[src/include/arci_pkg.sv]
// Shared constants and types for the ASCII command interpreter
package arci_pkg;

  localparam int unsigned BYTE_W     = 8;
  localparam int unsigned LINE_DEPTH = 8;
  localparam int unsigned RESP_DEPTH = 10;
  localparam int unsigned FIFO_DEPTH = 4;
  localparam int unsigned PARAM_W    = 16;

  localparam logic [7:0] CH_CR     = 8'h0d;
  localparam logic [7:0] CH_LF     = 8'h0a;
  localparam logic [7:0] CH_DOLLAR = 8'h24;
  localparam logic [7:0] CH_QMARK  = 8'h3f;
  localparam logic [7:0] CH_ZERO   = 8'h30;
  localparam logic [7:0] CH_NINE   = 8'h39;
  localparam logic [7:0] CH_UPPER_A = 8'h41;
  localparam logic [7:0] CH_UPPER_Z = 8'h5a;

  localparam logic [7:0] CMD_CONTROL = 8'h43;
  localparam logic [7:0] CMD_PACE    = 8'h57;
  localparam logic [7:0] CMD_STATUS  = 8'h58;
  // One bit per letter A..Z, set where the letter is a control action
  localparam logic [25:0] CTRL_LETTERS = 26'h00c93a1;

  localparam logic [15:0] CONTROL_MAX = 16'h0003;
  localparam logic [15:0] PACE_MAX    = 16'h0009;

  localparam logic       RESET_REMOTE = 1'b0;
  localparam logic       RESET_LOCK   = 1'b0;
  localparam logic [3:0] RESET_PACE   = 4'h0;

  localparam int unsigned CLK_PERIOD_PS = 5000;
  localparam int unsigned PACE_UNIT_US  = 1000;
  localparam int unsigned PACE_UNIT_CYC = (PACE_UNIT_US * 1000000) / CLK_PERIOD_PS;

  typedef enum logic [1:0] {ST_IDLE, ST_WAIT, ST_SEND} arci_state_e;
  typedef enum logic [1:0] {CL_NONE, CL_QUERY, CL_FREE, CL_CTRL} arci_class_e;

endpackage : arci_pkg

[src/arci_top.sv]
// Command interpreter: line collector, parser, responder and paced output
`timescale 1ns/1ps
`default_nettype none
////////////////////////////////////////////////////////////////////////////////
// Overview of operation
// - Collect printable characters until carriage return
// - Drop line feed after the terminator
// - Command is one upper-case letter, optional number
// - Dollar prefix executes but sends nothing back
// - Every other command gets a CR-ended reply
// - Query reply is letter then requested value
// - Action reply is the letter alone
// - Bad or unexecutable command gives error reply
// - Error reply starts with question mark, echo
// - Control commands refused while in local
// - Reply waits while a panel button held
// - Serial port sends reply as soon as ready
// - GPIB holds reply until addressed to talk
// - Command bytes accepted until CR, then held off until the responder is idle
// - Pacing command slows reply characters
// - Status query reports local or remote
// - Host picks full lockout or live selector
// - Same parser for serial and GPIB
// - Power-up local, refusing host control
// - Terminator is code 13, LF harmless
////////////////////////////////////////////////////////////////////////////////
module arci_top #(
  parameter int unsigned PACE_UNIT_CYCLES = arci_pkg::PACE_UNIT_CYC
) (
  input  wire logic       sys_clk,
  input  wire logic       rst_b,
  input  wire logic       rx_valid,
  input  wire logic [7:0] rx_data,
  output logic            rx_ready,
  input  wire logic       gpib_active,
  input  wire logic       talk_addressed,
  input  wire logic       button_pin,
  input  wire logic       local_remote_selector,
  output logic            tx_valid,
  output logic      [7:0] tx_data,
  input  wire logic       tx_ready,
  output logic            exec_valid,
  output logic      [7:0] exec_letter,
  output logic     [15:0] exec_param,
  output logic            remote_mode,
  output logic            panel_locked
);
  localparam int unsigned LD = arci_pkg::LINE_DEPTH;
  localparam int unsigned RD = arci_pkg::RESP_DEPTH;

  logic [7:0]  line_mem [0:LD-1];
  logic [3:0]  len_r;
  logic        ovf_r;
  logic        quiet_r;
  logic        done_r;
  logic        rx_fire;
  logic        take_line;

  logic [7:0]  resp_mem [0:RD-1];
  logic [7:0]  resp_nxt [0:RD-1];
  logic [3:0]  rlen_r;
  logic [3:0]  rlen_nxt;
  logic [3:0]  idx_r;
  arci_pkg::arci_state_e st_r;

  logic        remote_r;
  logic        lock_r;
  logic [3:0]  pace_r;
  logic [7:0]  letter;
  logic [15:0] prm;
  logic        bad_char;
  logic        has_prm;
  logic        range_bad;
  logic        err;
  arci_pkg::arci_class_e cls;

  logic [2:0]  sync_r [0:1];
  logic [1:0]  pin_s_r;
  logic        sel_prev_r;
  logic        btn_s;
  logic        sel_rise;

  logic        f_in_valid;
  logic        f_in_ready;
  logic        f_out_valid;
  logic [7:0]  f_out_data;
  logic        pop;
  logic        tick;
  logic        permit_r;

  function automatic arci_pkg::arci_class_e classify(input logic [7:0] c);
    if (c == arci_pkg::CMD_STATUS)
      classify = arci_pkg::CL_QUERY;
    else if (c == arci_pkg::CMD_CONTROL || c == arci_pkg::CMD_PACE)
      classify = arci_pkg::CL_FREE;
    else if (c >= arci_pkg::CH_UPPER_A && c <= arci_pkg::CH_UPPER_Z
             && arci_pkg::CTRL_LETTERS[5'(c - arci_pkg::CH_UPPER_A)])
      classify = arci_pkg::CL_CTRL;
    else
      classify = arci_pkg::CL_NONE;
  endfunction : classify

  ////////////////////////////////////////////////////////////////////////////
  // Pin synchronisers; a level counts once stages two and three agree
  for (genvar g = 0; g < 2; g++)
  begin : g_sync
    always_ff @(posedge sys_clk or negedge rst_b)
      if (!rst_b)
      begin
        sync_r[g]  <= 3'h0;
        pin_s_r[g] <= 1'b0;
      end
      else
      begin
        sync_r[g]  <= {sync_r[g][1:0], g == 0 ? button_pin : local_remote_selector};
        if (sync_r[g][1] == sync_r[g][2])
          pin_s_r[g] <= sync_r[g][2];
      end
  end

  assign btn_s    = pin_s_r[0];
  assign sel_rise = pin_s_r[1] & ~sel_prev_r;

  always_ff @(posedge sys_clk or negedge rst_b)
    if (!rst_b)
      sel_prev_r <= 1'b0;
    else
      sel_prev_r <= pin_s_r[1];

  ////////////////////////////////////////////////////////////////////////////
  // Line collector, shared by both ports
  assign rx_fire   = rx_valid & rx_ready;
  assign take_line = (st_r == arci_pkg::ST_IDLE) & done_r;

  always_ff @(posedge sys_clk)
    if (rx_fire && rx_data != arci_pkg::CH_CR && rx_data != arci_pkg::CH_LF
        && !(len_r == 4'h0 && !quiet_r && rx_data == arci_pkg::CH_DOLLAR)
        && len_r < 4'(LD))
      line_mem[len_r[2:0]] <= rx_data;

  always_ff @(posedge sys_clk or negedge rst_b)
    if (!rst_b)
    begin
      len_r   <= 4'h0;
      ovf_r   <= 1'b0;
      quiet_r <= 1'b0;
      done_r  <= 1'b0;
    end
    else if (take_line)
    begin
      len_r   <= 4'h0;
      ovf_r   <= 1'b0;
      quiet_r <= 1'b0;
      done_r  <= 1'b0;
    end
    else if (rx_fire && rx_data != arci_pkg::CH_LF)
    begin
      if (rx_data == arci_pkg::CH_CR)
        done_r <= 1'b1;
      else if (len_r == 4'h0 && !quiet_r && rx_data == arci_pkg::CH_DOLLAR)
        quiet_r <= 1'b1;
      else if (len_r < 4'(LD))
        len_r <= len_r + 4'h1;
      else
        ovf_r <= 1'b1;
    end

  // Only a finished line waiting for the parser stalls the sender
  always_ff @(posedge sys_clk or negedge rst_b)
    if (!rst_b)
      rx_ready <= 1'b0;
    else
      rx_ready <= !((rx_fire && rx_data == arci_pkg::CH_CR) || (done_r && !take_line));

  ////////////////////////////////////////////////////////////////////////////
  // Parser
  always_comb
  begin
    letter   = line_mem[0];
    prm      = '0;
    bad_char = 1'b0;
    for (int i = 1; i < LD; i++)
      if (4'(i) < len_r)
      begin
        if (line_mem[i] >= arci_pkg::CH_ZERO && line_mem[i] <= arci_pkg::CH_NINE)
          prm = 16'(prm * 16'd10 + 16'(line_mem[i] - arci_pkg::CH_ZERO));
        else
          bad_char = 1'b1;
      end
    has_prm = len_r > 4'h1;
    cls     = classify(letter);
    case (letter)
      arci_pkg::CMD_CONTROL: range_bad = !has_prm || prm > arci_pkg::CONTROL_MAX;
      arci_pkg::CMD_PACE:    range_bad = !has_prm || prm > arci_pkg::PACE_MAX;
      arci_pkg::CMD_STATUS:  range_bad = has_prm;
      default:               range_bad = 1'b0;
    endcase
    err = ovf_r || len_r == 4'h0 || cls == arci_pkg::CL_NONE || bad_char
          || range_bad || (cls == arci_pkg::CL_CTRL && !remote_r);
  end

  // Reply image: error echo, status value, or letter alone
  always_comb
  begin
    for (int i = 0; i < RD; i++)
      resp_nxt[i] = arci_pkg::CH_CR;
    if (err)
    begin
      resp_nxt[0] = arci_pkg::CH_QMARK;
      for (int i = 0; i < LD; i++)
        if (4'(i) < len_r)
          resp_nxt[i+1] = line_mem[i];
      rlen_nxt = 4'(len_r + 4'h2);
    end
    else if (cls == arci_pkg::CL_QUERY)
    begin
      resp_nxt[0] = letter;
      resp_nxt[1] = arci_pkg::CH_ZERO | {7'h0, remote_r};
      resp_nxt[2] = arci_pkg::CH_ZERO | {7'h0, lock_r};
      rlen_nxt    = 4'h4;
    end
    else
    begin
      resp_nxt[0] = letter;
      rlen_nxt    = 4'h2;
    end
  end

  always_ff @(posedge sys_clk)
    if (take_line)
      resp_mem <= resp_nxt;

  ////////////////////////////////////////////////////////////////////////////
  // Control state
  always_ff @(posedge sys_clk or negedge rst_b)
    if (!rst_b)
    begin
      remote_r <= arci_pkg::RESET_REMOTE;
      lock_r   <= arci_pkg::RESET_LOCK;
      pace_r   <= arci_pkg::RESET_PACE;
    end
    else if (take_line && !err && letter == arci_pkg::CMD_CONTROL)
    begin
      remote_r <= prm[0];
      lock_r   <= prm == 16'h0001;
    end
    else if (take_line && !err && letter == arci_pkg::CMD_PACE)
      pace_r <= prm[3:0];
    else if (sel_rise && remote_r && !lock_r)
      remote_r <= 1'b0;

  always_ff @(posedge sys_clk or negedge rst_b)
    if (!rst_b)
    begin
      exec_valid   <= 1'b0;
      exec_letter  <= 8'h00;
      exec_param   <= 16'h0000;
      remote_mode  <= arci_pkg::RESET_REMOTE;
      panel_locked <= arci_pkg::RESET_LOCK;
    end
    else
    begin
      exec_valid   <= take_line && !err && cls == arci_pkg::CL_CTRL;
      remote_mode  <= remote_r;
      panel_locked <= lock_r;
      if (take_line)
      begin
        exec_letter <= letter;
        exec_param  <= prm;
      end
    end

  ////////////////////////////////////////////////////////////////////////////
  // Responder
  always_ff @(posedge sys_clk or negedge rst_b)
    if (!rst_b)
    begin
      st_r   <= arci_pkg::ST_IDLE;
      idx_r  <= 4'h0;
      rlen_r <= 4'h0;
    end
    else
      case (st_r)
        arci_pkg::ST_IDLE:
          if (take_line)
          begin
            rlen_r <= rlen_nxt;
            idx_r  <= 4'h0;
            if (!quiet_r)
              st_r <= arci_pkg::ST_WAIT;
          end
        arci_pkg::ST_WAIT:
          if (!btn_s && (!gpib_active || talk_addressed))
            st_r <= arci_pkg::ST_SEND;
        arci_pkg::ST_SEND:
          if (f_in_ready)
          begin
            idx_r <= idx_r + 4'h1;
            if (idx_r == 4'(rlen_r - 4'h1))
              st_r <= arci_pkg::ST_IDLE;
          end
        default:
          st_r <= arci_pkg::ST_IDLE;
      endcase

  assign f_in_valid = st_r == arci_pkg::ST_SEND;

  arci_fifo #(
    .WIDTH (arci_pkg::BYTE_W),
    .DEPTH (arci_pkg::FIFO_DEPTH)
  ) u_fifo (
    .sys_clk   (sys_clk),
    .rst_b     (rst_b),
    .in_valid  (f_in_valid),
    .in_data   (resp_mem[idx_r]),
    .in_ready  (f_in_ready),
    .out_valid (f_out_valid),
    .out_data  (f_out_data),
    .out_ready (pop)
  );

  arci_pace #(
    .UNIT_CYCLES (PACE_UNIT_CYCLES)
  ) u_pace (
    .sys_clk (sys_clk),
    .rst_b   (rst_b),
    .pace    (pace_r),
    .tick    (tick)
  );

  // A missed tick is kept as a permit so a stalled byte still goes
  assign pop = f_out_valid && (!tx_valid || tx_ready) && permit_r;

  always_ff @(posedge sys_clk or negedge rst_b)
    if (!rst_b)
    begin
      permit_r <= 1'b0;
      tx_valid <= 1'b0;
      tx_data  <= 8'h00;
    end
    else
    begin
      permit_r <= tick || (permit_r && !pop);
      if (pop)
      begin
        tx_valid <= 1'b1;
        tx_data  <= f_out_data;
      end
      else if (tx_ready)
        tx_valid <= 1'b0;
    end

  ////////////////////////////////////////////////////////////////////////////
  property p_cr_ends;
    @(posedge sys_clk) disable iff (!rst_b)
    rx_fire && rx_data == arci_pkg::CH_CR |=> done_r && !rx_ready;
  endproperty
  a_cr_ends: assert property (p_cr_ends) else $error("CR did not end line");

  property p_lf_drop;
    @(posedge sys_clk) disable iff (!rst_b)
    rx_fire && rx_data == arci_pkg::CH_LF |=> $stable(len_r) && !done_r;
  endproperty
  a_lf_drop: assert property (p_lf_drop) else $error("LF changed line");

  property p_quiet;
    @(posedge sys_clk) disable iff (!rst_b)
    take_line && quiet_r |=> st_r == arci_pkg::ST_IDLE [*2];
  endproperty
  a_quiet: assert property (p_quiet) else $error("Quiet command replied");

  property p_query;
    @(posedge sys_clk) disable iff (!rst_b)
    take_line && !err && cls == arci_pkg::CL_QUERY
      |=> resp_mem[0] == $past(letter) && rlen_r == 4'h4 && resp_mem[3] == arci_pkg::CH_CR;
  endproperty
  a_query: assert property (p_query) else $error("Bad query reply");

  property p_action;
    @(posedge sys_clk) disable iff (!rst_b)
    take_line && !err && cls != arci_pkg::CL_QUERY |=> rlen_r == 4'h2 && resp_mem[1] == arci_pkg::CH_CR;
  endproperty
  a_action: assert property (p_action) else $error("Bad action reply");

  property p_error;
    @(posedge sys_clk) disable iff (!rst_b)
    take_line && err |=> resp_mem[0] == arci_pkg::CH_QMARK && rlen_r == 4'($past(len_r) + 4'h2);
  endproperty
  a_error: assert property (p_error) else $error("Bad error reply");

  property p_local;
    @(posedge sys_clk) disable iff (!rst_b)
    take_line && cls == arci_pkg::CL_CTRL && !remote_r |=> !exec_valid ##1 !exec_valid;
  endproperty
  a_local: assert property (p_local) else $error("Control ran in local");

  property p_button;
    @(posedge sys_clk) disable iff (!rst_b)
    st_r == arci_pkg::ST_WAIT && btn_s |=> st_r == arci_pkg::ST_WAIT;
  endproperty
  a_button: assert property (p_button) else $error("Reply sent while button held");

  property p_serial;
    @(posedge sys_clk) disable iff (!rst_b)
    st_r == arci_pkg::ST_WAIT && !btn_s && !gpib_active |=> st_r == arci_pkg::ST_SEND;
  endproperty
  a_serial: assert property (p_serial) else $error("Serial reply late");

  property p_gpib;
    @(posedge sys_clk) disable iff (!rst_b)
    st_r == arci_pkg::ST_WAIT && gpib_active && !talk_addressed |=> st_r == arci_pkg::ST_WAIT;
  endproperty
  a_gpib: assert property (p_gpib) else $error("GPIB reply without talk");
endmodule : arci_top
`default_nettype wire

[src/arci_fifo.sv]
// Small ready/valid byte FIFO between responder and transmitter
`timescale 1ns/1ps
`default_nettype none
module arci_fifo #(
  parameter int unsigned WIDTH = 8,
  parameter int unsigned DEPTH = 4
) (
  input  wire logic             sys_clk,
  input  wire logic             rst_b,
  input  wire logic             in_valid,
  input  wire logic [WIDTH-1:0] in_data,
  output logic                  in_ready,
  output logic                  out_valid,
  output logic      [WIDTH-1:0] out_data,
  input  wire logic             out_ready
);
  localparam int unsigned PW = (DEPTH > 1) ? $clog2(DEPTH) : 1;

  logic [WIDTH-1:0] mem [0:DEPTH-1];
  logic [PW-1:0]    wr_ptr_r;
  logic [PW-1:0]    rd_ptr_r;
  logic [PW:0]      count_r;
  logic             push;
  logic             pop;

  assign in_ready  = count_r < (PW+1)'(DEPTH);
  assign out_valid = count_r != '0;
  assign out_data  = mem[rd_ptr_r];
  assign push      = in_valid & in_ready;
  assign pop       = out_valid & out_ready;

  function automatic logic [PW-1:0] step(input logic [PW-1:0] p);
    step = (p == PW'(DEPTH - 1)) ? '0 : PW'(p + 1'b1);
  endfunction : step

  always_ff @(posedge sys_clk)
    if (push)
      mem[wr_ptr_r] <= in_data;

  always_ff @(posedge sys_clk or negedge rst_b)
    if (!rst_b)
    begin
      wr_ptr_r <= '0;
      rd_ptr_r <= '0;
      count_r  <= '0;
    end
    else
    begin
      if (push)
        wr_ptr_r <= step(wr_ptr_r);
      if (pop)
        rd_ptr_r <= step(rd_ptr_r);
      count_r <= (PW+1)'(count_r + push - pop);
    end
endmodule : arci_fifo
`default_nettype wire

[src/arci_pace.sv]
// Pacing divider: one enable pulse per pace step of output bytes
`timescale 1ns/1ps
`default_nettype none
module arci_pace #(
  parameter int unsigned UNIT_CYCLES = arci_pkg::PACE_UNIT_CYC
) (
  input  wire logic       sys_clk,
  input  wire logic       rst_b,
  input  wire logic [3:0] pace,
  output logic            tick
);
  logic [31:0] unit_cnt_r;
  logic [3:0]  step_cnt_r;
  logic        unit_end;

  assign unit_end = unit_cnt_r == 32'(UNIT_CYCLES - 1);

  always_ff @(posedge sys_clk or negedge rst_b)
    if (!rst_b)
    begin
      unit_cnt_r <= '0;
      step_cnt_r <= '0;
      tick       <= 1'b0;
    end
    else if (pace == 4'h0)
    begin
      unit_cnt_r <= '0;
      step_cnt_r <= '0;
      tick       <= 1'b1;
    end
    else
    begin
      unit_cnt_r <= unit_end ? '0 : unit_cnt_r + 32'd1;
      tick       <= 1'b0;
      if (unit_end)
      begin
        if (step_cnt_r >= 4'(pace - 4'h1))
        begin
          step_cnt_r <= '0;
          tick       <= 1'b1;
        end
        else
          step_cnt_r <= step_cnt_r + 4'h1;
      end
    end
endmodule : arci_pace
`default_nettype wire

[config.mk]
export PLATFORM = sky130hd
export DESIGN_NAME = arci_top
export DESIGN_NICKNAME = d
export VERILOG_FILES = /design/src/include/arci_pkg.sv /design/src/arci_top.sv /design/src/arci_fifo.sv /design/src/arci_pace.sv
export SDC_FILE = /design/constraint.sdc
export NUM_CORES = 1
export LEC_CHECK = 0
export BUFFER_PORTS_ARGS = -buffer_cell sky130_fd_sc_hd__buf_2
export CAP_MARGIN = 20
export CELL_PAD_IN_SITES_DETAIL_PLACEMENT = 1
export CELL_PAD_IN_SITES_GLOBAL_PLACEMENT = 1
export CORE_MARGIN = 4
export CORE_UTILIZATION = 55
export DETAILED_ROUTE_END_ITERATION = 8
export PLACE_DENSITY = 0.93
export SLEW_MARGIN = 20
export SYNTH_ARGS = -nofsm -noshare
export SYNTH_HDL_FRONTEND = slang
export SYNTH_HIERARCHICAL = 1
export SYNTH_SLANG_ARGS = --single-unit
export TNS_END_PERCENT = 1
[constraint.sdc]
create_clock -name sys_clk -period 22.6 [get_ports sys_clk]
set_clock_uncertainty 0.1 [all_clocks]
set_input_delay 3.39 -clock sys_clk [delete_from_list [all_inputs] [get_ports sys_clk]]
set_output_delay 3.39 -clock sys_clk [all_outputs]
set_load 0.005 [all_outputs]
======== Word level (Yosys, flattened, before mapping) ========
Memories as Yosys holds them, arrays and structs flattened. A register that Yosys moved wholly into a read port is not among the register bits.
Cells that the tools add are included.
W data, S select, Z words.
cells by class
  $add $sub $neg .......................... 25
  muxes and demuxes ....................... 87
  bitwise operators ....................... 8
  reduce and logical (&&, ||, !) cells .... 82
  equal/unequal tests ..................... 27
  multiply operators ...................... 6
  order comparisons ....................... 32
operators with widths
  kind                     number
  $mux W16                 15
  $add A16 B16 Y16         6
  $mul A16 B3 Y15 const B  6
  $mux W32                 2
  $sub A8 B6 Y9 const B    7
  $ge A8 B6 Y1 const B     7
  $le A8 B6 Y1 const B     7
  $mux W4                  11
  $mux W1                  39
  $add A32 B1 Y32 const B  1
  $bmux W8 S4              1
  $eq A32 B18 Y1 const B   1
  $mux W8                  4
  $logic_and A1 B1 Y1      29
  $eq A8 B7 Y1 const B     3
  $mux W2                  10
  $reduce_and A2 Y1        10
  $ne A2 B2 Y1 const B     9
  $eq A16 B1 Y1 const B    1
  $gt A16 B2 Y1 const B    1
  $gt A16 B4 Y1 const B    1
  $lt A3 B4 Y1 const A     4
  $ne A8 B4 Y1 const B     2
  $reduce_bool A2 Y1       8
  39 further kinds         82
word-level totals
  flip-flop bits (word level) ............. 178
  memories kept ........................... 3
  word-level logic and storage cells ...... 308
  ROM bits ................................ 32
  bits in writable memories ............... 96
  output and inout bits ................... 37
  bits of input ports ..................... 16
memory list
  name             depth  width  read ports  clocked after Yosys merged registers in  wr ports  RTL line         RTL
  line_mem         8      8      8           0                                        1         arci_top.sv:51   logic [7:0] line_mem [0:LD-1];
  (no name shown)  32     1      1           0                                        0         arci_top.sv:97   && arci_pkg::CTRL_LETTERS[5'(c - arci_pkg::CH_UPPER_A)])
  u_fifo.mem       4      8      1           1                                        1         arci_fifo.sv:19  logic [WIDTH-1:0] mem [0:DEPTH-1];

======== Depth between registers and ports, before layout ========
An unclocked memory read counts as a cell.
  depth in word-level cells ............... 39
  mapped depth ............................ 70
  gate-level depth less buffers ........... 67

======== Modules after synthesis ========
The synthesis kept the hierarchy.
modules (own cells, without submodules)
  module     sequential area each (µm²)  cells an instance  area an instance (µm²)  instances
  arci_top   5,835.6                     1,995              18,657.9                1
  arci_pace  925.9                       220                2,089.5                 1
  arci_fifo  1,136.1                     80                 1,601.5                 1

======== Least setup slack after synthesis ========
Ideal clock, no wire load.
  kind .................................... flip-flop to flip-flop
  start ................................... reg len_r[3]
  end ..................................... reg resp_mem[10] (netlist bit) (read register of line_mem), data pin
  required time ........................... 22.235 ns
  data arrival time ....................... 14.579 ns
  library setup time ...................... 0.265 ns
  clock period less this slack ............ 14.945 ns
  setup slack ............................. 7.655 ns
  path buffers ............................ 4
  cell stages (with the launch flop) ...... 69
  cells stage by stage .................... dfrtp_1 buf_2 clkbuf_1 nor3_1 nor3_1 and3_1 and2_1 ha_1 ha_1 ha_1 or3_1 a31o_2 ha_1 fa_1 ha_1 a21oi_1 nand2_1 or2_2 [33 not listed] a21bo_2 ha_1 ha_1 inv_1 nor2_1 a311o_1 xor2_1 ha_1 a21o_1 a21oi_1 xor2_1 xnor3_1 xor2_1 o211ai_4 o31ai_2 buf_6 buf_6 or3_1
between the ends
  longest elaborated chain between the ends .. 32
  elaborated cells between the ends (all ways) .. 59
  classes of those cells .................. add/sub (6); mul (6); order compare (10); mux (27); reduce/logical (10)
RTL lines
  element                                         RTL line                          RTL
  start, declared                                 arci_top.sv:52                    logic [3:0] len_r;
  start signal, assigned                          arci_top.sv:163                   len_r <= len_r + 4'h1;
  $lt A1 B4 Y1                                    arci_top.sv:183                   if (4'(i) < len_r)
  $mux W16                                        arci_top.sv:183
  $mul A16 B3 Y15                                 arci_top.sv:186                   prm = 16'(prm * 16'd10 + 16'(line_mem[i] - arci_pkg::CH_ZERO));
  $add A16 B16 Y16                                arci_top.sv:186
  $mux W16                                        arci_top.sv:185                   if (line_mem[i] >= arci_pkg::CH_ZERO && line_mem[i] <= arci_pkg::CH_NINE)
  $mux W16                                        arci_top.sv:183
  $mul A16 B3 Y15                                 arci_top.sv:186
  $add A16 B16 Y16                                arci_top.sv:186
  [15 not listed]                                 n/a
  $add A16 B16 Y16                                arci_top.sv:186
  $mux W16                                        arci_top.sv:185
  $mux W16                                        arci_top.sv:183
  $gt A16 B4 Y1 or $gt A16 B2 Y1 (tied branches)  arci_top.sv:194, arci_top.sv:193
  $logic_or A1 B1 Y1, on equally long branches    arci_top.sv:194, arci_top.sv:193
  $pmux W1 S3                                     arci_top.sv:192                   case (letter)
  $logic_or A1 B1 Y1 (2 in series)                arci_top.sv:199                   || range_bad || (cls == arci_pkg::CL_CTRL && !remote_r);
  $reduce_and A2 Y1 (no line) *                   n/a
  end, declared                                   arci_top.sv:59                    logic [7:0] resp_mem [0:RD-1];
Mark *: on every way between the ends. The rest lies on a longest branch, timed or not.
A chain may end at the register's enable or synchronous reset.

==> flow_summary.html <==
<table>
<tr><th>Metric</th><th>Value</th></tr>
<tr><th colspan="2">Cells and area</th></tr>
<tr><td>Post-layout nets</td><td>2605</td></tr>
<tr><td>Number of fillers in the final layout</td><td>4394</td></tr>
<tr><td>Layout-stage area growth over the synthesis result</td><td>8.10%</td></tr>
<tr><td>Share of layout cells above drive strength 1</td><td>9.83%</td></tr>
<tr><th colspan="2">Pwr</th></tr>
<tr><td>Reported leakage power</td><td>10.7 nW</td></tr>
<tr><td>Peak VDD IR</td><td>0.0526 mV</td></tr>
<tr><td>Cell internal pwr</td><td>1.23 mW</td></tr>
<tr><td>Switching share of power</td><td>39.0%</td></tr>
<tr><td>Clock Power Share</td><td>26.1%</td></tr>
<tr><td>P_sw</td><td>0.787 mW</td></tr>
<tr><td>Relative contribution of sequential cells to total power</td><td>35.2%</td></tr>
<tr><td>Fraction of power consumed by combinational cells</td><td>38.7%</td></tr>
<tr><td>Power per cell area</td><td>83.6 nW/µm²</td></tr>
<tr><th colspan="2">Synth</th></tr>
<tr><td>Post-synth design cell area</td><td>22300 µm²</td></tr>
<tr><td>Commonest cells post-synth</td><td>250 x sky130_fd_sc_hd__ha_1, 193 x sky130_fd_sc_hd__nor2_1, 179 x sky130_fd_sc_hd__nand2_1</td></tr>
<tr><td>Post-synthesis sequential area ratio</td><td>35.3%</td></tr>
<tr><td>Most common cell in the netlist</td><td>sky130_fd_sc_hd__ha_1</td></tr>
<tr><td>Syn nets</td><td>2573</td></tr>
<tr><td>Number of synthesized flops with an enable pin</td><td>168</td></tr>
<tr><td>Synth Flop Type</td><td>sky130_fd_sc_hd__edfxtp_1</td></tr>
<tr><td>Most area-hungry cell type in the Yosys netlist</td><td>sky130_fd_sc_hd__edfxtp_1</td></tr>
<tr><td>Fraction of synthesized cell area taken by the top area cell type</td><td>22.6%</td></tr>
<tr><td>Mean Syn Cell Area</td><td>9.74 µm²</td></tr>
<tr><td>Yosys synthesis warning count</td><td>6</td></tr>
<tr><td>Number of register bits inferred by synthesis</td><td>282</td></tr>
<tr><td>Async set-or-reset flop fraction in the synthesized netlist</td><td>40.4%</td></tr>
<tr><td>Distinct cell type count of the synthesized netlist</td><td>111</td></tr>
<tr><td>Biggest area contributors in the synthesized netlist</td><td>sky130_fd_sc_hd__edfxtp_1 23%, sky130_fd_sc_hd__ha_1 14%, sky130_fd_sc_hd__dfrtp_1 13%</td></tr>
<tr><td>Gate count of the mapped netlist</td><td>2295</td></tr>
<tr><th colspan="2">Global routing</th></tr>
<tr><td>Wire length of the first global-routing pass</td><td>128000 µm</td></tr>
<tr><td>Total routing usage reported by global routing</td><td>36.5%</td></tr>
<tr><td>Number of antenna violations at the first check in global routing</td><td>2</td></tr>
<tr><td>Total congestion overflow</td><td>0</td></tr>
<tr><td>Pin count of the biggest net entering global routing</td><td>89</td></tr>
<tr><td>Vias in the first global route</td><td>21700</td></tr>
<tr><th colspan="2">Floorplan</th></tr>
<tr><td>Io pins</td><td>53</td></tr>
<tr><td>Core outline area</td><td>39900 µm²</td></tr>
<tr><td>Height of the chip</td><td>210 µm</td></tr>
<tr><td>Die footprint</td><td>43900 µm²</td></tr>
<tr><td>Die width</td><td>210 µm</td></tr>
<tr><td>Row Count</td><td>73</td></tr>
<tr><td>Initial core utilization</td><td>56.0%</td></tr>
<tr><th colspan="2">Routing</th></tr>
<tr><td>Number of remaining DRC errors</td><td>0</td></tr>
<tr><td>Violation count after the first detailed-routing iteration</td><td>2452</td></tr>
<tr><td>Drt pass-1 iters</td><td>6</td></tr>
<tr><td>Final wirelength</td><td>82100 µm</td></tr>
<tr><td>Average wire per standard cell</td><td>28.5 µm</td></tr>
<tr><td>Number of vias after detailed routing</td><td>20300</td></tr>
<tr><td>Average via count per standard cell</td><td>7.04</td></tr>
<tr><td>Antenna Violating Nets Remaining</td><td>0</td></tr>
<tr><th colspan="2">Worst setup path</th></tr>
<tr><td>Cell repeated most along the worst path</td><td>sky130_fd_sc_hd__ha_1</td></tr>
<tr><td>Category of the critical setup timing path</td><td>flop to flop</td></tr>
<tr><td>Required time of the worst setup path</td><td>22.87 ns</td></tr>
<tr><td>Nature of the critical path endpoint</td><td>flop</td></tr>
<tr><td>RR Startpoint</td><td>line_mem[1][4]$_DFFE_PP_</td></tr>
<tr><td>Crit-path max cell delay</td><td>0.69 ns</td></tr>
<tr><td>Peak fanout along the critical path</td><td>65</td></tr>
<tr><td>CP Launch Type</td><td>flop</td></tr>
<tr><td>CP Data Arrival Time</td><td>18.51 ns</td></tr>
<tr><td>Crit path from</td><td>line_mem[1][4]$_DFFE_PP_</td></tr>
<tr><td>Standard cell with the maximum stage delay on the critical path</td><td>sky130_fd_sc_hd__o22ai_1</td></tr>
<tr><th colspan="2">Clock tree</th></tr>
<tr><td>Clock tree from TritonCTS</td><td>yes</td></tr>
<tr><td>Total clock sinks</td><td>282</td></tr>
<tr><td>Clock latency of the later-clocked register in the worst-skew pair</td><td>0.57 ns</td></tr>
<tr><td>Number of hold-repair buffers added at the cts stage</td><td>0</td></tr>
<tr><td>Post-cts resize count</td><td>0</td></tr>
<tr><td>Root buffer selected by CTS</td><td>sky130_fd_sc_hd__clkbuf_16</td></tr>
<tr><td>Clock Tree Buf Depth</td><td>3</td></tr>
<tr><td># H-tree levels</td><td>1</td></tr>
<tr><td>Clock transition time at the flip-flop clock pins of the worst setup and hold paths</td><td>0.08 ns</td></tr>
<tr><td>Post-CTS Repair Setup Buffers</td><td>0</td></tr>
<tr><td>Total CTS buffers</td><td>29</td></tr>
<tr><th colspan="2">STA</th></tr>
<tr><td>Final Max Slew Viols</td><td>0</td></tr>
<tr><td>Slew Limit Headroom</td><td>29.2%</td></tr>
<tr><td>Pin slew with the least headroom to its limit</td><td>1.06 ns</td></tr>
<tr><td>Setup TNS</td><td>0 ns</td></tr>
<tr><td>Fin crit period</td><td>18.24 ns</td></tr>
<tr><td>Setup repair after global routing missed its margin</td><td>no</td></tr>
<tr><td>Upper clock frequency limit</td><td>54.8 MHz</td></tr>
<tr><td>Final hold slack</td><td>0.265 ns</td></tr>
<tr><td>Post-route fraction of the period consumed by the critical path</td><td>80.7%</td></tr>
<tr><td>Final Hold Vio Count</td><td>0</td></tr>
<tr><td>Final-report setup violation count</td><td>0</td></tr>
<tr><th colspan="2">Place</th></tr>
<tr><td>Weighted congestion at the end of routability-driven global placement</td><td>0.958</td></tr>
<tr><td>Detail Placement HPWL</td><td>56500 µm</td></tr>
<tr><td>Buffers on Ports</td><td>52</td></tr>
<tr><th colspan="2">Worst hold path</th></tr>
<tr><td>Class of the most critical hold timing path</td><td>flop to flop</td></tr>
<tr><td>Launch point of the worst hold path</td><td>sync_r[0]$_DFF_PN0_</td></tr>
<tr><th colspan="2">Run status</th></tr>
<tr><td>Outcome</td><td>completed</td></tr>
<tr><th colspan="2">Run</th></tr>
<tr><td>Max cap viols</td><td>0</td></tr>
</table>
## worst paths after layout
kind	to	slack (ns)	depth (start not counted)
worst max-delay path	resp_mem[56]$_DFFE_PP_	4.36	67
worst min-delay path	sync_r[1]$_DFF_PN0_	0.27	0
worst max register to register	resp_mem[56]$_DFFE_PP_	4.36	67
worst min register to register	sync_r[1]$_DFF_PN0_	0.27	0
max in group asynchronous	pace_r[0]$_DFFE_PN0P_	18.26	2
min in group asynchronous	permit_r$_DFF_PN0_	2.81	1
## final cells by class
type                    count  area (µm²)  share of cell area (%)
repair buffers             74         437                    1.81
multi-input cells        1826       13700                    56.7
inverters                 114         429                    1.78
well taps                 525         657                    2.72
flip-flops and latches    282        7900                    32.7
clock inverters            19         239                   0.989
diodes                      5        12.5                  0.0518
clock buffers              35         790                    3.27
## power by group through the flow
| stage | combinational, mW | sequential (mW) | clock [mW] |
|---|---|---|---|
| after global placement | 0.668 | 0.703 | 0 |
| after floorplan | 0.538 | 0.669 | 0 |
| final | 0.782 | 0.710 | 0.528 |
| after global routing | 0.845 | 0.715 | 0.551 |
| after detailed placement | 0.736 | 0.712 | 0 |
| after CTS | 0.768 | 0.707 | 0.527 |
## through the flow
| stage | util [%] | setup slack (ns) | std cells | area (µm²) | total power, mW |
|---|---|---|---|---|---|
| after floorplan | - | 7.66 | 2295 | 22300 | 1.21 |
| after global routing | 60.5 | 3.68 | 2876 | 24100 | 2.11 |
| after CTS | 60.4 | 4.80 | 2874 | 24100 | 2.00 |
| final | 60.5 | 4.36 | 2880 | 24200 | 2.02 |
| after global placement | 57.8 | 5.73 | 2820 | 23100 | 1.37 |
| after detailed placement | 57.9 | 5.15 | 2820 | 23100 | 1.45 |
## kinds of logic (layout without fill, tap and decap cells)
logic type | Yosys count | in the layout | synth area share (%)
AND/OR/NAND/NOR | 765 | 765 | 17.6
XOR/XNOR | 178 | 178 | 7.10
buffers and inverters | 187 | 242 | 3.52
other | 1 | 6 | 0.0168
multiplexers | 70 | 70 | 4.61
adder cells (fa/ha/maj) | 264 | 264 | 15.2
AO/OA/AOI/OAI | 548 | 548 | 16.6
flip-flops | 282 | 282 | 35.3
## layout by cell type, fill, tap and decap left out, types with 23 or more instances in the layout
cell	n
sky130_fd_sc_hd__a21o_1	53
sky130_fd_sc_hd__a21oi_1	126
sky130_fd_sc_hd__a31oi_1	29
sky130_fd_sc_hd__and2_1	23
sky130_fd_sc_hd__and3_1	32
sky130_fd_sc_hd__buf_2	51
sky130_fd_sc_hd__clkbuf_16	30
sky130_fd_sc_hd__dfrtp_1	114
sky130_fd_sc_hd__edfxtp_1	168
sky130_fd_sc_hd__ha_1	250
sky130_fd_sc_hd__inv_1	112
sky130_fd_sc_hd__mux4_2	24
sky130_fd_sc_hd__nand2_1	178
sky130_fd_sc_hd__nand3_1	58
sky130_fd_sc_hd__nand4_1	26
sky130_fd_sc_hd__nor2_1	193
sky130_fd_sc_hd__nor2b_1	24
sky130_fd_sc_hd__nor3_1	50
sky130_fd_sc_hd__nor3b_1	31
sky130_fd_sc_hd__o21a_1	27
sky130_fd_sc_hd__o21ai_0	109
sky130_fd_sc_hd__or3_1	40
sky130_fd_sc_hd__xnor2_1	110
sky130_fd_sc_hd__xor2_1	66
## worst max-delay path: cells and delay by family (launching register included)
family          cells  cell delay, ns
fa+ha+maj          18            6.10
compound gates     19            5.06
simple gates       16            3.29
xor+xnor            8            1.30
buf+inv             5            1.20
flops               1            0.55
mux                 1            0.34
## metal layers
| layer | share of wire, % | GRT usage [%] |
|---|---|---|
| met4 | 8.1 | 23.8 |
| met1 | 36 | 43.1 |
| met5 | 0 | 0 |
| met2 | 48 | 62.0 |
| met3 | 7.9 | 5.59 |
## sequential cells by signal, indices dropped and copies added (netlist names), 4 cells and up
signal             flops
exec_letter            8
pace_r                 4
line_mem              64
sync_r                 6
tx_data                8
exec_param            16
u_pace/unit_cnt_r     32
len_r                  4
resp_mem              72
u_pace/step_cnt_r      4
u_fifo/mem            32
idx_r                  4
rlen_r                 4
(Power assumes the default switching activity.)
